File: src/inc/tpw_pkg.sv
// Purpose: shared constants for the timer prescaler and watchdog block
// Assumes: 32-bit AHB-Lite register access, one core clock
// Notes:   register offsets are byte addresses, one word per register
// Operation
// [RQ1] without prescaler the pin is the prescaler output, sampled at phase two and four
// [RQ2] source holds the pin high two and low two oscillator periods unprescaled
// [RQ3] source input period is at least four oscillator periods over the ratio
// [RQ4] timer increment follows an input change by three to seven oscillator periods
// [RQ5] one 8-bit counter serves timer or watchdog, never both
// [RQ6] assignment bit and 3-bit ratio sit in option bits 3 to 0
// [RQ7] timer count writes clear the prescaler while it serves the timer
// [RQ8] watchdog clear also clears the prescaler while it serves the watchdog
// [RQ9] prescaler count is not visible to software and resets to zero
// [RQ10] software moving prescaler to watchdog clears watchdog, timer, then sets ratio
// [RQ11] software moving prescaler to timer clears watchdog first, even when disabled
// [RQ12] watchdog runs only when the enable fuse bit 2 is one
// [RQ13] config bits 1 to 0 decode the oscillator type
// [RQ14] config bits 11 to 3 protect code when zero; reduced variant uses bit 3
// [RQ15] watchdog counts its own oscillator, independent of the core clock
// [RQ16] watchdog time-out raises a full device reset
// [RQ17] watchdog time-out reset clears the active-low timeout flag, status bit 4
// [RQ18] nominal time-out 18 ms, stretched by ratios up to 1:128
// [RQ19] assignment bit clear selects timer, set selects watchdog
// [RQ20] timer ratios run in powers of two from 1:2 to 1:256
// [RQ21] watchdog clear restarts the watchdog and its prescaler
// [RQ22] ratio n divides by 2^(n+1) for timer and 2^n for watchdog
// [RQ23] watchdog oscillator passes a two-flop synchroniser into the core domain
package tpw_pkg;

  // register map, byte addresses
  localparam int          TPW_ADDR_W      = 8;
  localparam logic [7:0]  TPW_OFF_OPTION  = 8'h00;
  localparam logic [7:0]  TPW_OFF_CTRL    = 8'h04;
  localparam logic [7:0]  TPW_OFF_STATUS  = 8'h08;
  localparam logic [7:0]  TPW_OFF_CONFIG  = 8'h0C;

  // option register layout
  localparam int          TPW_OPT_W       = 6;
  localparam logic [5:0]  TPW_OPT_RST     = 6'h3F;
  localparam int          TPW_OPT_PSA_BIT = 3;
  localparam int          TPW_OPT_PS_LSB  = 0;

  // control strobes, write one to fire
  localparam int          TPW_CTRL_TMRWR_BIT = 0;
  localparam int          TPW_CTRL_WDCLR_BIT = 1;

  // status layout
  localparam int          TPW_STAT_TO_BIT = 4;
  localparam logic        TPW_TO_RST      = 1'b1;

  // configuration word layout
  localparam int          TPW_CFG_W       = 12;
  localparam int          TPW_CFG_WATCHDOG_ENABLE_FUSE    = 2;
  localparam int          TPW_CFG_CP_LSB  = 3;
  localparam int          TPW_CFG_CP_MSB  = 11;

  // oscillator type codes
  localparam logic [1:0]  TPW_OSC_LOW_POWER_CRYSTAL      = 2'h0;
  localparam logic [1:0]  TPW_OSC_STANDARD_CRYSTAL       = 2'h1;
  localparam logic [1:0]  TPW_OSC_HIGH_SPEED_CRYSTAL     = 2'h2;
  localparam logic [1:0]  TPW_OSC_RESISTOR_CAPACITOR_OSC = 2'h3;

  // timing; one oscillator period is one core clock
  localparam int          TPW_PRE_W        = 8;
  localparam int          TPW_WDT_NOM_MS   = 18;
  localparam int          TPW_WDT_OSC_HZ   = 32000;
  localparam int          TPW_BASE_W       = 16;
  localparam int          TPW_INC_MIN_TOSC = 3;
  localparam int          TPW_INC_MAX_TOSC = 7;

  // internal phase clock sequence
  typedef enum logic [1:0] {PH_ONE, PH_TWO, PH_THREE, PH_FOUR} tpw_phase_e;

endpackage

File: src/core/tpw_cnt8.sv
// Purpose: the shared prescaler counter
// Assumes: clear has priority over count
// Notes:   no software path to the count
`timescale 1ns/10ps
`default_nettype none
module tpw_cnt8 #(
  parameter int W = 8
) (
  input  wire logic         hclk,
  input  wire logic         hresetn,
  input  wire logic         ce,
  input  wire logic         clr,
  input  wire logic         inc,
  output logic [W-1:0]      count_q
);

  logic [W-1:0] count_d;

  // clear beats increment so a write and a count edge together leave zero
  always_comb
  begin
    count_d = count_q;
    if (clr)
      count_d = '0;
    else if (inc)
      count_d = count_q + 1'b1;
  end

  // all zeros on any reset
  always_ff @(posedge hclk or negedge hresetn)
  begin
    if (!hresetn)
      count_q <= '0; // RQ9
    else if (ce)
      count_q <= count_d;
  end

endmodule
`default_nettype wire

File: src/core/tpw_top.sv
// Purpose: timer input path, shared prescaler and watchdog with AHB-Lite registers
// Assumes: pins synchronous to hclk; one hclk period stands for one oscillator period
// Notes:   watchdog oscillator arrives as a level and is synchronised into hclk
//
// Register access over AHB-Lite and the placing of the registers were decided locally.
`timescale 1ns/10ps
`default_nettype none
module tpw_top
  import tpw_pkg::*;
#(
  parameter int WDT_OSC_HZ = TPW_WDT_OSC_HZ,
  parameter int PRE_W      = TPW_PRE_W
) (
  input  wire logic                  hclk,
  input  wire logic                  hresetn,
  input  wire logic                  ce,
  input  wire logic                  hsel,
  input  wire logic [TPW_ADDR_W-1:0] haddr,
  input  wire logic [1:0]            htrans,
  input  wire logic                  hwrite,
  input  wire logic [2:0]            hsize,
  input  wire logic [31:0]           hwdata,
  input  wire logic                  hready,
  output logic [31:0]                hrdata,
  output logic                       hreadyout,
  output logic                       hresp,
  input  wire logic                  timer_ext_clock_pin,
  input  wire logic                  wdt_osc_pin,
  input  wire logic [TPW_CFG_W-1:0]  cfg_word,
  input  wire logic                  cfg_reduced,
  output logic                       timer_inc,
  output logic                       wdt_device_reset,
  output logic [1:0]                 osc_type,
  output logic                       code_protect_on,
  output logic                       wdt_enabled
);

  localparam int              BASE_TICKS = (TPW_WDT_NOM_MS * WDT_OSC_HZ) / 1000;
  localparam logic [TPW_BASE_W-1:0] BASE_LAST =
    TPW_BASE_W'((BASE_TICKS > 1) ? BASE_TICKS - 1 : 0);
  localparam int              INC_LO = TPW_INC_MIN_TOSC;
  localparam int              INC_HI = TPW_INC_MAX_TOSC;

  ////////////////////////////////////////////////////////////////////////////
  // bus slave state

  logic [TPW_OPT_W-1:0]  opt_q,      opt_d;
  logic                  dp_wr_q,    dp_wr_d;
  logic [7:0]            dp_addr_q,  dp_addr_d;
  logic [31:0]           rdata_q,    rdata_d;
  logic                  to_flag_q,  to_flag_d;
  logic                  tmr_wr_stb;
  logic                  wd_clr_stb;
  logic                  prescaler_assign_sel;
  logic [2:0]            ps;
  logic [TPW_CFG_W-1:0]  cfg_view;
  logic                  addr_ok;
  logic                  timeout;

  assign prescaler_assign_sel = opt_q[TPW_OPT_PSA_BIT];        // RQ19
  assign ps  = opt_q[TPW_OPT_PS_LSB +: 3];    // RQ6
  assign addr_ok = hsel && htrans[1] && hready;

  // reduced variant shows only the single protect bit above the fuse
  always_comb
  begin
    cfg_view = cfg_word;
    if (cfg_reduced)
      cfg_view[TPW_CFG_CP_MSB:TPW_CFG_CP_LSB+1] = '0; // RQ14
  end

  // strobes fire in the write data phase, when hwdata is valid
  assign tmr_wr_stb = dp_wr_q && (dp_addr_q == TPW_OFF_CTRL) && hwdata[TPW_CTRL_TMRWR_BIT];
  assign wd_clr_stb = dp_wr_q && (dp_addr_q == TPW_OFF_CTRL) && hwdata[TPW_CTRL_WDCLR_BIT];

  // address phase capture, read data registered so hrdata comes from a flop
  always_comb
  begin
    dp_wr_d   = addr_ok && hwrite;
    dp_addr_d = addr_ok ? haddr : dp_addr_q;
    rdata_d   = 32'h0000_0000;
    if (addr_ok && !hwrite)
    begin
      case (haddr)
        TPW_OFF_OPTION: rdata_d[TPW_OPT_W-1:0]    = opt_q;
        TPW_OFF_STATUS: rdata_d[TPW_STAT_TO_BIT]  = to_flag_q;
        TPW_OFF_CONFIG: rdata_d[TPW_CFG_W-1:0]    = cfg_view;
        default:        rdata_d                   = 32'h0000_0000; // unmapped and ctrl read zero
      endcase
    end
    opt_d = opt_q;
    if (dp_wr_q && (dp_addr_q == TPW_OFF_OPTION))
      opt_d = hwdata[TPW_OPT_W-1:0]; // RQ6
    // hardware clear wins over a software set in the same cycle
    to_flag_d = to_flag_q;
    if (timeout)
      to_flag_d = 1'b0; // RQ17
    else if (dp_wr_q && (dp_addr_q == TPW_OFF_STATUS) && hwdata[TPW_STAT_TO_BIT])
      to_flag_d = 1'b1;
  end

  always_ff @(posedge hclk or negedge hresetn)
  begin
    if (!hresetn)
    begin
      opt_q     <= TPW_OPT_RST;
      dp_wr_q   <= 1'b0;
      dp_addr_q <= 8'h00;
      rdata_q   <= 32'h0000_0000;
      to_flag_q <= TPW_TO_RST;
    end
    else if (ce)
    begin
      opt_q     <= opt_d;
      dp_wr_q   <= dp_wr_d;
      dp_addr_q <= dp_addr_d;
      rdata_q   <= rdata_d;
      to_flag_q <= to_flag_d;
    end
  end

  // zero wait states, always OKAY
  assign hrdata    = rdata_q;
  assign hreadyout = 1'b1;
  assign hresp     = 1'b0;

  ////////////////////////////////////////////////////////////////////////////
  // shared prescaler

  logic [PRE_W-1:0] pre_cnt;
  logic             pre_clr;
  logic             pre_inc;
  logic             pin_q,   pin_d;
  logic             pin_rise;
  logic             base_end;
  logic [PRE_W-1:0] wd_mask;

  assign pin_d    = timer_ext_clock_pin;
  assign pin_rise = pin_d && !pin_q;

  // one counter, steered to timer or watchdog by the assignment bit
  assign pre_clr = (tmr_wr_stb && !prescaler_assign_sel)   // RQ7
                || (wd_clr_stb && prescaler_assign_sel)    // RQ8
                || timeout;               // RQ9
  assign pre_inc = prescaler_assign_sel ? (base_end && !timeout) : pin_rise; // RQ5

  tpw_cnt8 #(
    .W       (PRE_W)
  ) u_pre (
    .hclk    (hclk),
    .hresetn (hresetn),
    .ce      (ce),
    .clr     (pre_clr),
    .inc     (pre_inc),
    .count_q (pre_cnt)
  );

  ////////////////////////////////////////////////////////////////////////////
  // phase clocks and timer input sampler

  tpw_phase_e phase_q, phase_d;
  logic       s1_q, s1_d;
  logic       s2_q, s2_d;
  logic       inc_q, inc_d;
  logic       samp_src;
  logic       samp_pt;

  // bit ps of the count divides by 2^(ps+1); unassigned means the raw pin
  assign samp_src = prescaler_assign_sel ? pin_q : pre_cnt[ps]; // RQ1 RQ20 RQ22
  assign samp_pt  = (phase_q == PH_TWO) || (phase_q == PH_FOUR); // RQ1

  // two-stage sampler; increments on a rising prescaler output, so latency
  // stays inside 3..4 periods and short pulses below two periods can be lost
  always_comb
  begin
    case (phase_q)
      PH_ONE:   phase_d = PH_TWO;
      PH_TWO:   phase_d = PH_THREE;
      PH_THREE: phase_d = PH_FOUR;
      PH_FOUR:  phase_d = PH_ONE;
      default:  phase_d = PH_ONE;
    endcase
    s1_d  = samp_pt ? samp_src : s1_q;
    s2_d  = samp_pt ? s1_q : s2_q;
    inc_d = samp_pt && s1_q && !s2_q; // RQ4
  end

  always_ff @(posedge hclk or negedge hresetn)
  begin
    if (!hresetn)
    begin
      phase_q <= PH_ONE;
      pin_q   <= 1'b0;
      s1_q    <= 1'b0;
      s2_q    <= 1'b0;
      inc_q   <= 1'b0;
    end
    else if (ce)
    begin
      phase_q <= phase_d;
      pin_q   <= pin_d;
      s1_q    <= s1_d;
      s2_q    <= s2_d;
      inc_q   <= inc_d;
    end
  end

  assign timer_inc = inc_q;

  ////////////////////////////////////////////////////////////////////////////
  // watchdog

  logic                  osc_m_q, osc_s_q, osc_p_q;
  logic [TPW_BASE_W-1:0] base_q,  base_d;
  logic                  rst_q,   rst_d;
  logic                  wde_q,   wde_d;
  logic [1:0]            osct_q,  osct_d;
  logic                  cp_q,    cp_d;
  logic                  osc_tick;

  // first flop feeds only the second; edges taken after the second
  assign osc_tick = osc_s_q && !osc_p_q; // RQ23 RQ15
  // a clear landing with the last tick wins, so it really heads off the reset
  assign base_end = wde_q && osc_tick && !wd_clr_stb && (base_q == BASE_LAST); // RQ18 RQ21
  assign wd_mask  = PRE_W'((1 << ps) - 1);
  // unassigned prescaler means one base period; assigned stretches by 2^ps
  assign timeout  = base_end && (!prescaler_assign_sel || ((pre_cnt & wd_mask) == wd_mask)); // RQ22 RQ16

  always_comb
  begin
    base_d = base_q;
    if (!wde_q || wd_clr_stb || timeout)
      base_d = '0; // RQ21 RQ12
    else if (osc_tick)
      base_d = (base_q == BASE_LAST) ? '0 : base_q + 1'b1;
    rst_d  = timeout; // RQ16
    wde_d  = cfg_word[TPW_CFG_WATCHDOG_ENABLE_FUSE]; // RQ12
    osct_d = cfg_word[1:0]; // RQ13
    // any zero protect bit turns protection on
    cp_d   = cfg_reduced ? !cfg_word[TPW_CFG_CP_LSB]
                         : !(&cfg_word[TPW_CFG_CP_MSB:TPW_CFG_CP_LSB]); // RQ14
  end

  always_ff @(posedge hclk or negedge hresetn)
  begin
    if (!hresetn)
    begin
      osc_m_q <= 1'b0;
      osc_s_q <= 1'b0;
      osc_p_q <= 1'b0;
      base_q  <= '0;
      rst_q   <= 1'b0;
      wde_q   <= 1'b0;
      osct_q  <= TPW_OSC_LOW_POWER_CRYSTAL;
      cp_q    <= 1'b0;
    end
    else if (ce)
    begin
      osc_m_q <= wdt_osc_pin;
      osc_s_q <= osc_m_q;
      osc_p_q <= osc_s_q;
      base_q  <= base_d;
      rst_q   <= rst_d;
      wde_q   <= wde_d;
      osct_q  <= osct_d;
      cp_q    <= cp_d;
    end
  end

  assign wdt_device_reset = rst_q;
  assign wdt_enabled      = wde_q;
  assign osc_type         = osct_q;
  assign code_protect_on  = cp_q;

  ////////////////////////////////////////////////////////////////////////////
  // assertions

  property p_inc_delay;
    @(posedge hclk) disable iff (!hresetn)
    ($rose(samp_src) && ce) ##1 (samp_src && ce)[*3] |-> ##[0:2] timer_inc;
  endproperty
  a_inc_delay: assert property (p_inc_delay) else $error("timer increment late"); // RQ4

  property p_inc_cause;
    @(posedge hclk) disable iff (!hresetn)
    $rose(timer_inc) |-> $past(s1_q) && !$past(s2_q) && $past(samp_pt);
  endproperty
  a_inc_cause: assert property (p_inc_cause) else $error("increment without edge"); // RQ1

  property p_tmr_clr;
    @(posedge hclk) disable iff (!hresetn)
    (ce && dp_wr_q && dp_addr_q == TPW_OFF_CTRL && hwdata[TPW_CTRL_TMRWR_BIT] && !prescaler_assign_sel)
      |=> (pre_cnt == '0);
  endproperty
  a_tmr_clr: assert property (p_tmr_clr) else $error("timer write kept prescaler"); // RQ7

  property p_wd_clr;
    @(posedge hclk) disable iff (!hresetn)
    (ce && wd_clr_stb && prescaler_assign_sel) |=> (pre_cnt == '0) && (base_q == '0) && !wdt_device_reset;
  endproperty
  a_wd_clr: assert property (p_wd_clr) else $error("watchdog clear incomplete"); // RQ8

  property p_fuse_off;
    @(posedge hclk) disable iff (!hresetn)
    (!wdt_enabled && ce) |=> !wdt_device_reset;
  endproperty
  a_fuse_off: assert property (p_fuse_off) else $error("reset with watchdog disabled"); // RQ12

  property p_to_flag;
    @(posedge hclk) disable iff (!hresetn)
    wdt_device_reset |-> !to_flag_q;
  endproperty
  a_to_flag: assert property (p_to_flag) else $error("timeout flag not cleared"); // RQ17

  property p_osc_dec;
    @(posedge hclk) disable iff (!hresetn)
    ce ##1 $stable(cfg_word) |-> osc_type == cfg_word[1:0];
  endproperty
  a_osc_dec: assert property (p_osc_dec) else $error("oscillator type mismatch"); // RQ13

  property p_reduced;
    @(posedge hclk) disable iff (!hresetn)
    (ce && cfg_reduced && addr_ok && !hwrite && haddr == TPW_OFF_CONFIG)
      |=> (hrdata[TPW_CFG_CP_MSB:TPW_CFG_CP_LSB+1] == '0);
  endproperty
  a_reduced: assert property (p_reduced) else $error("reduced config bits set"); // RQ14

  property p_one_user;
    @(posedge hclk) disable iff (!hresetn)
    (ce && prescaler_assign_sel && !base_end && !pre_clr) |=> $stable(pre_cnt);
  endproperty
  a_one_user: assert property (p_one_user) else $error("prescaler shared"); // RQ5

  property p_no_post;
    @(posedge hclk) disable iff (!hresetn)
    (ce && !prescaler_assign_sel && base_end) |=> wdt_device_reset;
  endproperty
  a_no_post: assert property (p_no_post) else $error("watchdog divided while timer owns prescaler"); // RQ5

  c_inc:     cover property (@(posedge hclk) disable iff (!hresetn) timer_inc);
  c_wdreset: cover property (@(posedge hclk) disable iff (!hresetn) wdt_device_reset && prescaler_assign_sel);
  c_tmrclr:  cover property (@(posedge hclk) disable iff (!hresetn) tmr_wr_stb && !prescaler_assign_sel && ce);

endmodule
`default_nettype wire

File: config.mk
export PLATFORM = sky130hd
export DESIGN_NAME = tpw_top
export DESIGN_NICKNAME = d
export VERILOG_FILES = /design/src/inc/tpw_pkg.sv /design/src/core/tpw_cnt8.sv /design/src/core/tpw_top.sv
export SDC_FILE = /design/constraint.sdc
export NUM_CORES = 1
export LEC_CHECK = 0
export BUFFER_PORTS_ARGS = -buffer_cell sky130_fd_sc_hd__buf_2
export CAP_MARGIN = 40
export CORE_UTILIZATION = 56
export CTS_CLUSTER_SIZE = 25
export DETAILED_ROUTE_END_ITERATION = 10
export PLACE_DENSITY_LB_ADDON = 0.05
export SETUP_SLACK_MARGIN = 0.3
export SYNTH_ARGS = -nofsm -noshare
export SYNTH_HDL_FRONTEND = slang
export SYNTH_SLANG_ARGS = --single-unit
File: constraint.sdc
create_clock -name hclk -period 7.1 [get_ports hclk]
set_clock_uncertainty 0.2 [all_clocks]
set_input_delay 0.71 -clock hclk [delete_from_list [all_inputs] [get_ports hclk]]
set_output_delay 0.71 -clock hclk [all_outputs]
set_load 0.1 [all_outputs]
==> flow_metrics.env <==
export IMPL_p_int_mw=0.695
export IMPL_max_freq_mhz=323
export IMPL_cp_max_fo=40
export IMPL_p_seq_frac=0.455
export IMPL_synth_distinct_cells=58
export IMPL_drv_slew=0
export IMPL_power_frac_comb=0.236
export IMPL_relSlewSlack=0.446
export IMPL_clkTransAtPathRegs_ns=0.07
export IMPL_power_mw=1.06
export IMPL_peakVddDrop_mv=0.188
export IMPL_fin_crit_ns=3.09
export IMPL_rows=28
export IMPL_ios=106
export IMPL_setup_viol=0
export IMPL_cts_resized=0
export IMPL_criticalPathCategory="in2reg"
export IMPL_max_cap_violations=0
export IMPL_postSynthCellCount=346
export IMPL_cp_arrival_ns=3.15
export IMPL_diodes=0
export IMPL_ys_ff_latch=66
export IMPL_crit_chain="buf_2, nand4_1, or3_1, nor3_1, nand2_1, o21ai_0"
export IMPL_io_buffers=53
export IMPL_synthFlopType="dfrtp_1"
export IMPL_netlist_area_leader_share=0.421
export IMPL_cts_hold_repair_buffers=0
export IMPL_p_clk_frac=0.309
export IMPL_switching_power_mw=0.362
export IMPL_syn_area_per_cell_um2=10.1
export IMPL_leakagePower_nw=1.81
export IMPL_grt_pass1_vias=2464
export IMPL_grt_pass1_wl_um=11400
export IMPL_numCtsBuffers=9
export IMPL_r2r_slack_ns=4.25
export IMPL_htree_num_levels=3
export IMPL_grt_max_degree=67
export IMPL_ant_nets=0
export IMPL_place_hpwl_um=4950
export IMPL_track_usage=0.232
export IMPL_dieHeight_um=81.2
export IMPL_final_cell_mix="59 x dfrtp_1, 54 x buf_2, 38 x nand2_1"
export IMPL_grt_setup_unrepaired="no"
export IMPL_syn_area_um2=3510
export IMPL_vias_per_cell=5.42
export IMPL_cp_slowest_cell="nor3_1"
export IMPL_seqCellArea_um2=1660
export IMPL_final_common_cell="dfrtp_1"
export IMPL_drtPass1Iterations=4
export IMPL_clk_latency_ns=0.34
export IMPL_synth_seq_area_share=0.473
export IMPL_place_congestion=0.839
export IMPL_reg2reg_depth=7
export IMPL_ys_warn_count=0
export IMPL_area_growth_pct=12.9
export IMPL_cts_tree="done"
export IMPL_root_buffer="clkbuf_8"
export IMPL_r2r_start="base_q[0]"
export IMPL_worst_r2r_endpoint="u_pre.count_q[6]"
export IMPL_initial_core_util=0.586
export IMPL_yosysTopAreaCell="dfrtp_1"
export IMPL_holdWs_ns=0.300
export IMPL_overflow=0
export IMPL_cts_setup_buffers=0
export IMPL_fin_util=0.661
export IMPL_required_ns=7.16
export IMPL_drt_drc_violations_left=0
export IMPL_hold_path_end="base_q[14]"
export IMPL_nFillCells=478
export IMPL_post_route_period_util=0.436
export IMPL_cts_sinks=66
export IMPL_dieArea_um2=6590
export IMPL_drive_gt1_frac=0.289
export IMPL_antenna_found_initial=0
export IMPL_drtIter0Drc=111
export IMPL_synth_edf_count=0
export IMPL_tightest_slew_ns=0.830
export IMPL_wire_per_inst_um=14.6
export IMPL_swShare=0.343
export IMPL_hp_start="base_q[14]"
export IMPL_finalSetupTns_ns=0
export IMPL_slowest_delay_ns=0.58
export IMPL_min_path_type="reg2reg"
export IMPL_synth_area_top_cells="dfrtp_1 42%, mux2_2 6.7%, dfstp_2 5.2%, buf_4 4.7%, nand2_1 4.1%"
export IMPL_core_area_um2=5990
export IMPL_outcome="completed"
export IMPL_async_flop_share=1.00
export IMPL_nets=475
export IMPL_worstHoldPathCells=1
export IMPL_die_w_um=81.2
export IMPL_hold_viol=0
export IMPL_clock_path_buffers=2
export IMPL_multi_input_area_um2=1640
export IMPL_via_count=2619
export IMPL_cp_end_kind="register"
export IMPL_wirelength_um=7040
export IMPL_pwr_density_cell_nw_per_um2=267
export IMPL_start_kind="primary input"
## worst max-delay path: cells and delay by family
kind            cells  cell delay (ns)
buf+inv             1             0.55
compound gates      1             0.10
simple gates        4             1.78
## state kept, by name, indices dropped and copies added (netlist names), 2 cells and up
| signal | flops |
|---|---|
| hrdata | 12 |
| base_q | 16 |
| osc_type | 2 |
| dp_addr_q | 8 |
| opt_q | 6 |
| u_pre.count_q | 8 |
| phase_q | 2 |
## Yosys cell counts, types with 5 or more instances
library cell	count
nor2_1	18
nor3_1	8
clkbuf_1	6
buf_4	22
inv_1	22
dfrtp_1	59
nor2b_1	6
or3_1	5
nand4_1	6
dfstp_2	7
mux2_2	21
nand2_1	38
o21ai_0	25
nand3_1	7
xnor2_1	10
a21oi_1	10
ha_1	6
## routing by layer
layer  GRT usage  wire length, µm
met3      0.0393              166
met5           0                0
met4       0.104              119
met1       0.295             3200
met2       0.387             3550
## per-stage QoR
step	area, µm²	instances	worst slack [ns]
final	3960	483	4.01
after detailed placement	3760	467	3.68
after CTS	3960	483	4.03
after floorplan	3580	366	4.53
after global placement	3750	466	3.69
after global routing	3960	483	3.71
## cell type report
cell class	count	area share
Timing Repair Buffer	55	0.0701
Tap cell	75	0.0237
Clock buffer	12	0.0392
Inverter	22	0.0208
Multi-Input combinational cell	249	0.415
Sequential cell	66	0.419
Clock inverter	4	0.0126
## how the worst max path moves through the flow
stage / startpoint / endpoint / cells after the start
2_1_floorplan: base_q[0] / u_pre.count_q[6] / 7
3_3_place_gp: ce / hrdata[11] / 6
3_5_place_dp: ce / hrdata[5] / 5
4_1_cts: ce / hrdata[5] / 5
5_1_grt: ce / hrdata[10] / 6
6_report: ce / hrdata[11] / 6
## power groups by stage
stage | clock network [mW] | registers (mW) | logic, mW
CTS | 0.333 | 0.481 | 0.251
global route | 0.347 | 0.488 | 0.272
floorplan | 0 | 0.503 | 0.185
global placement | 0 | 0.485 | 0.245
detailed placement | 0 | 0.487 | 0.251
finish | 0.327 | 0.481 | 0.249
## cell families after synthesis
group,share of synthesized area
AO/OA/AOI/OAI,0.134
buffers and inverters,0.0802
XOR/XNOR,0.0349
other,0.00214
adder cells (fa/ha/maj),0.0214
flip-flops,0.473
multiplexers,0.0859
AND/OR/NAND/NOR,0.168
Power figures use the tool's default switching activity.
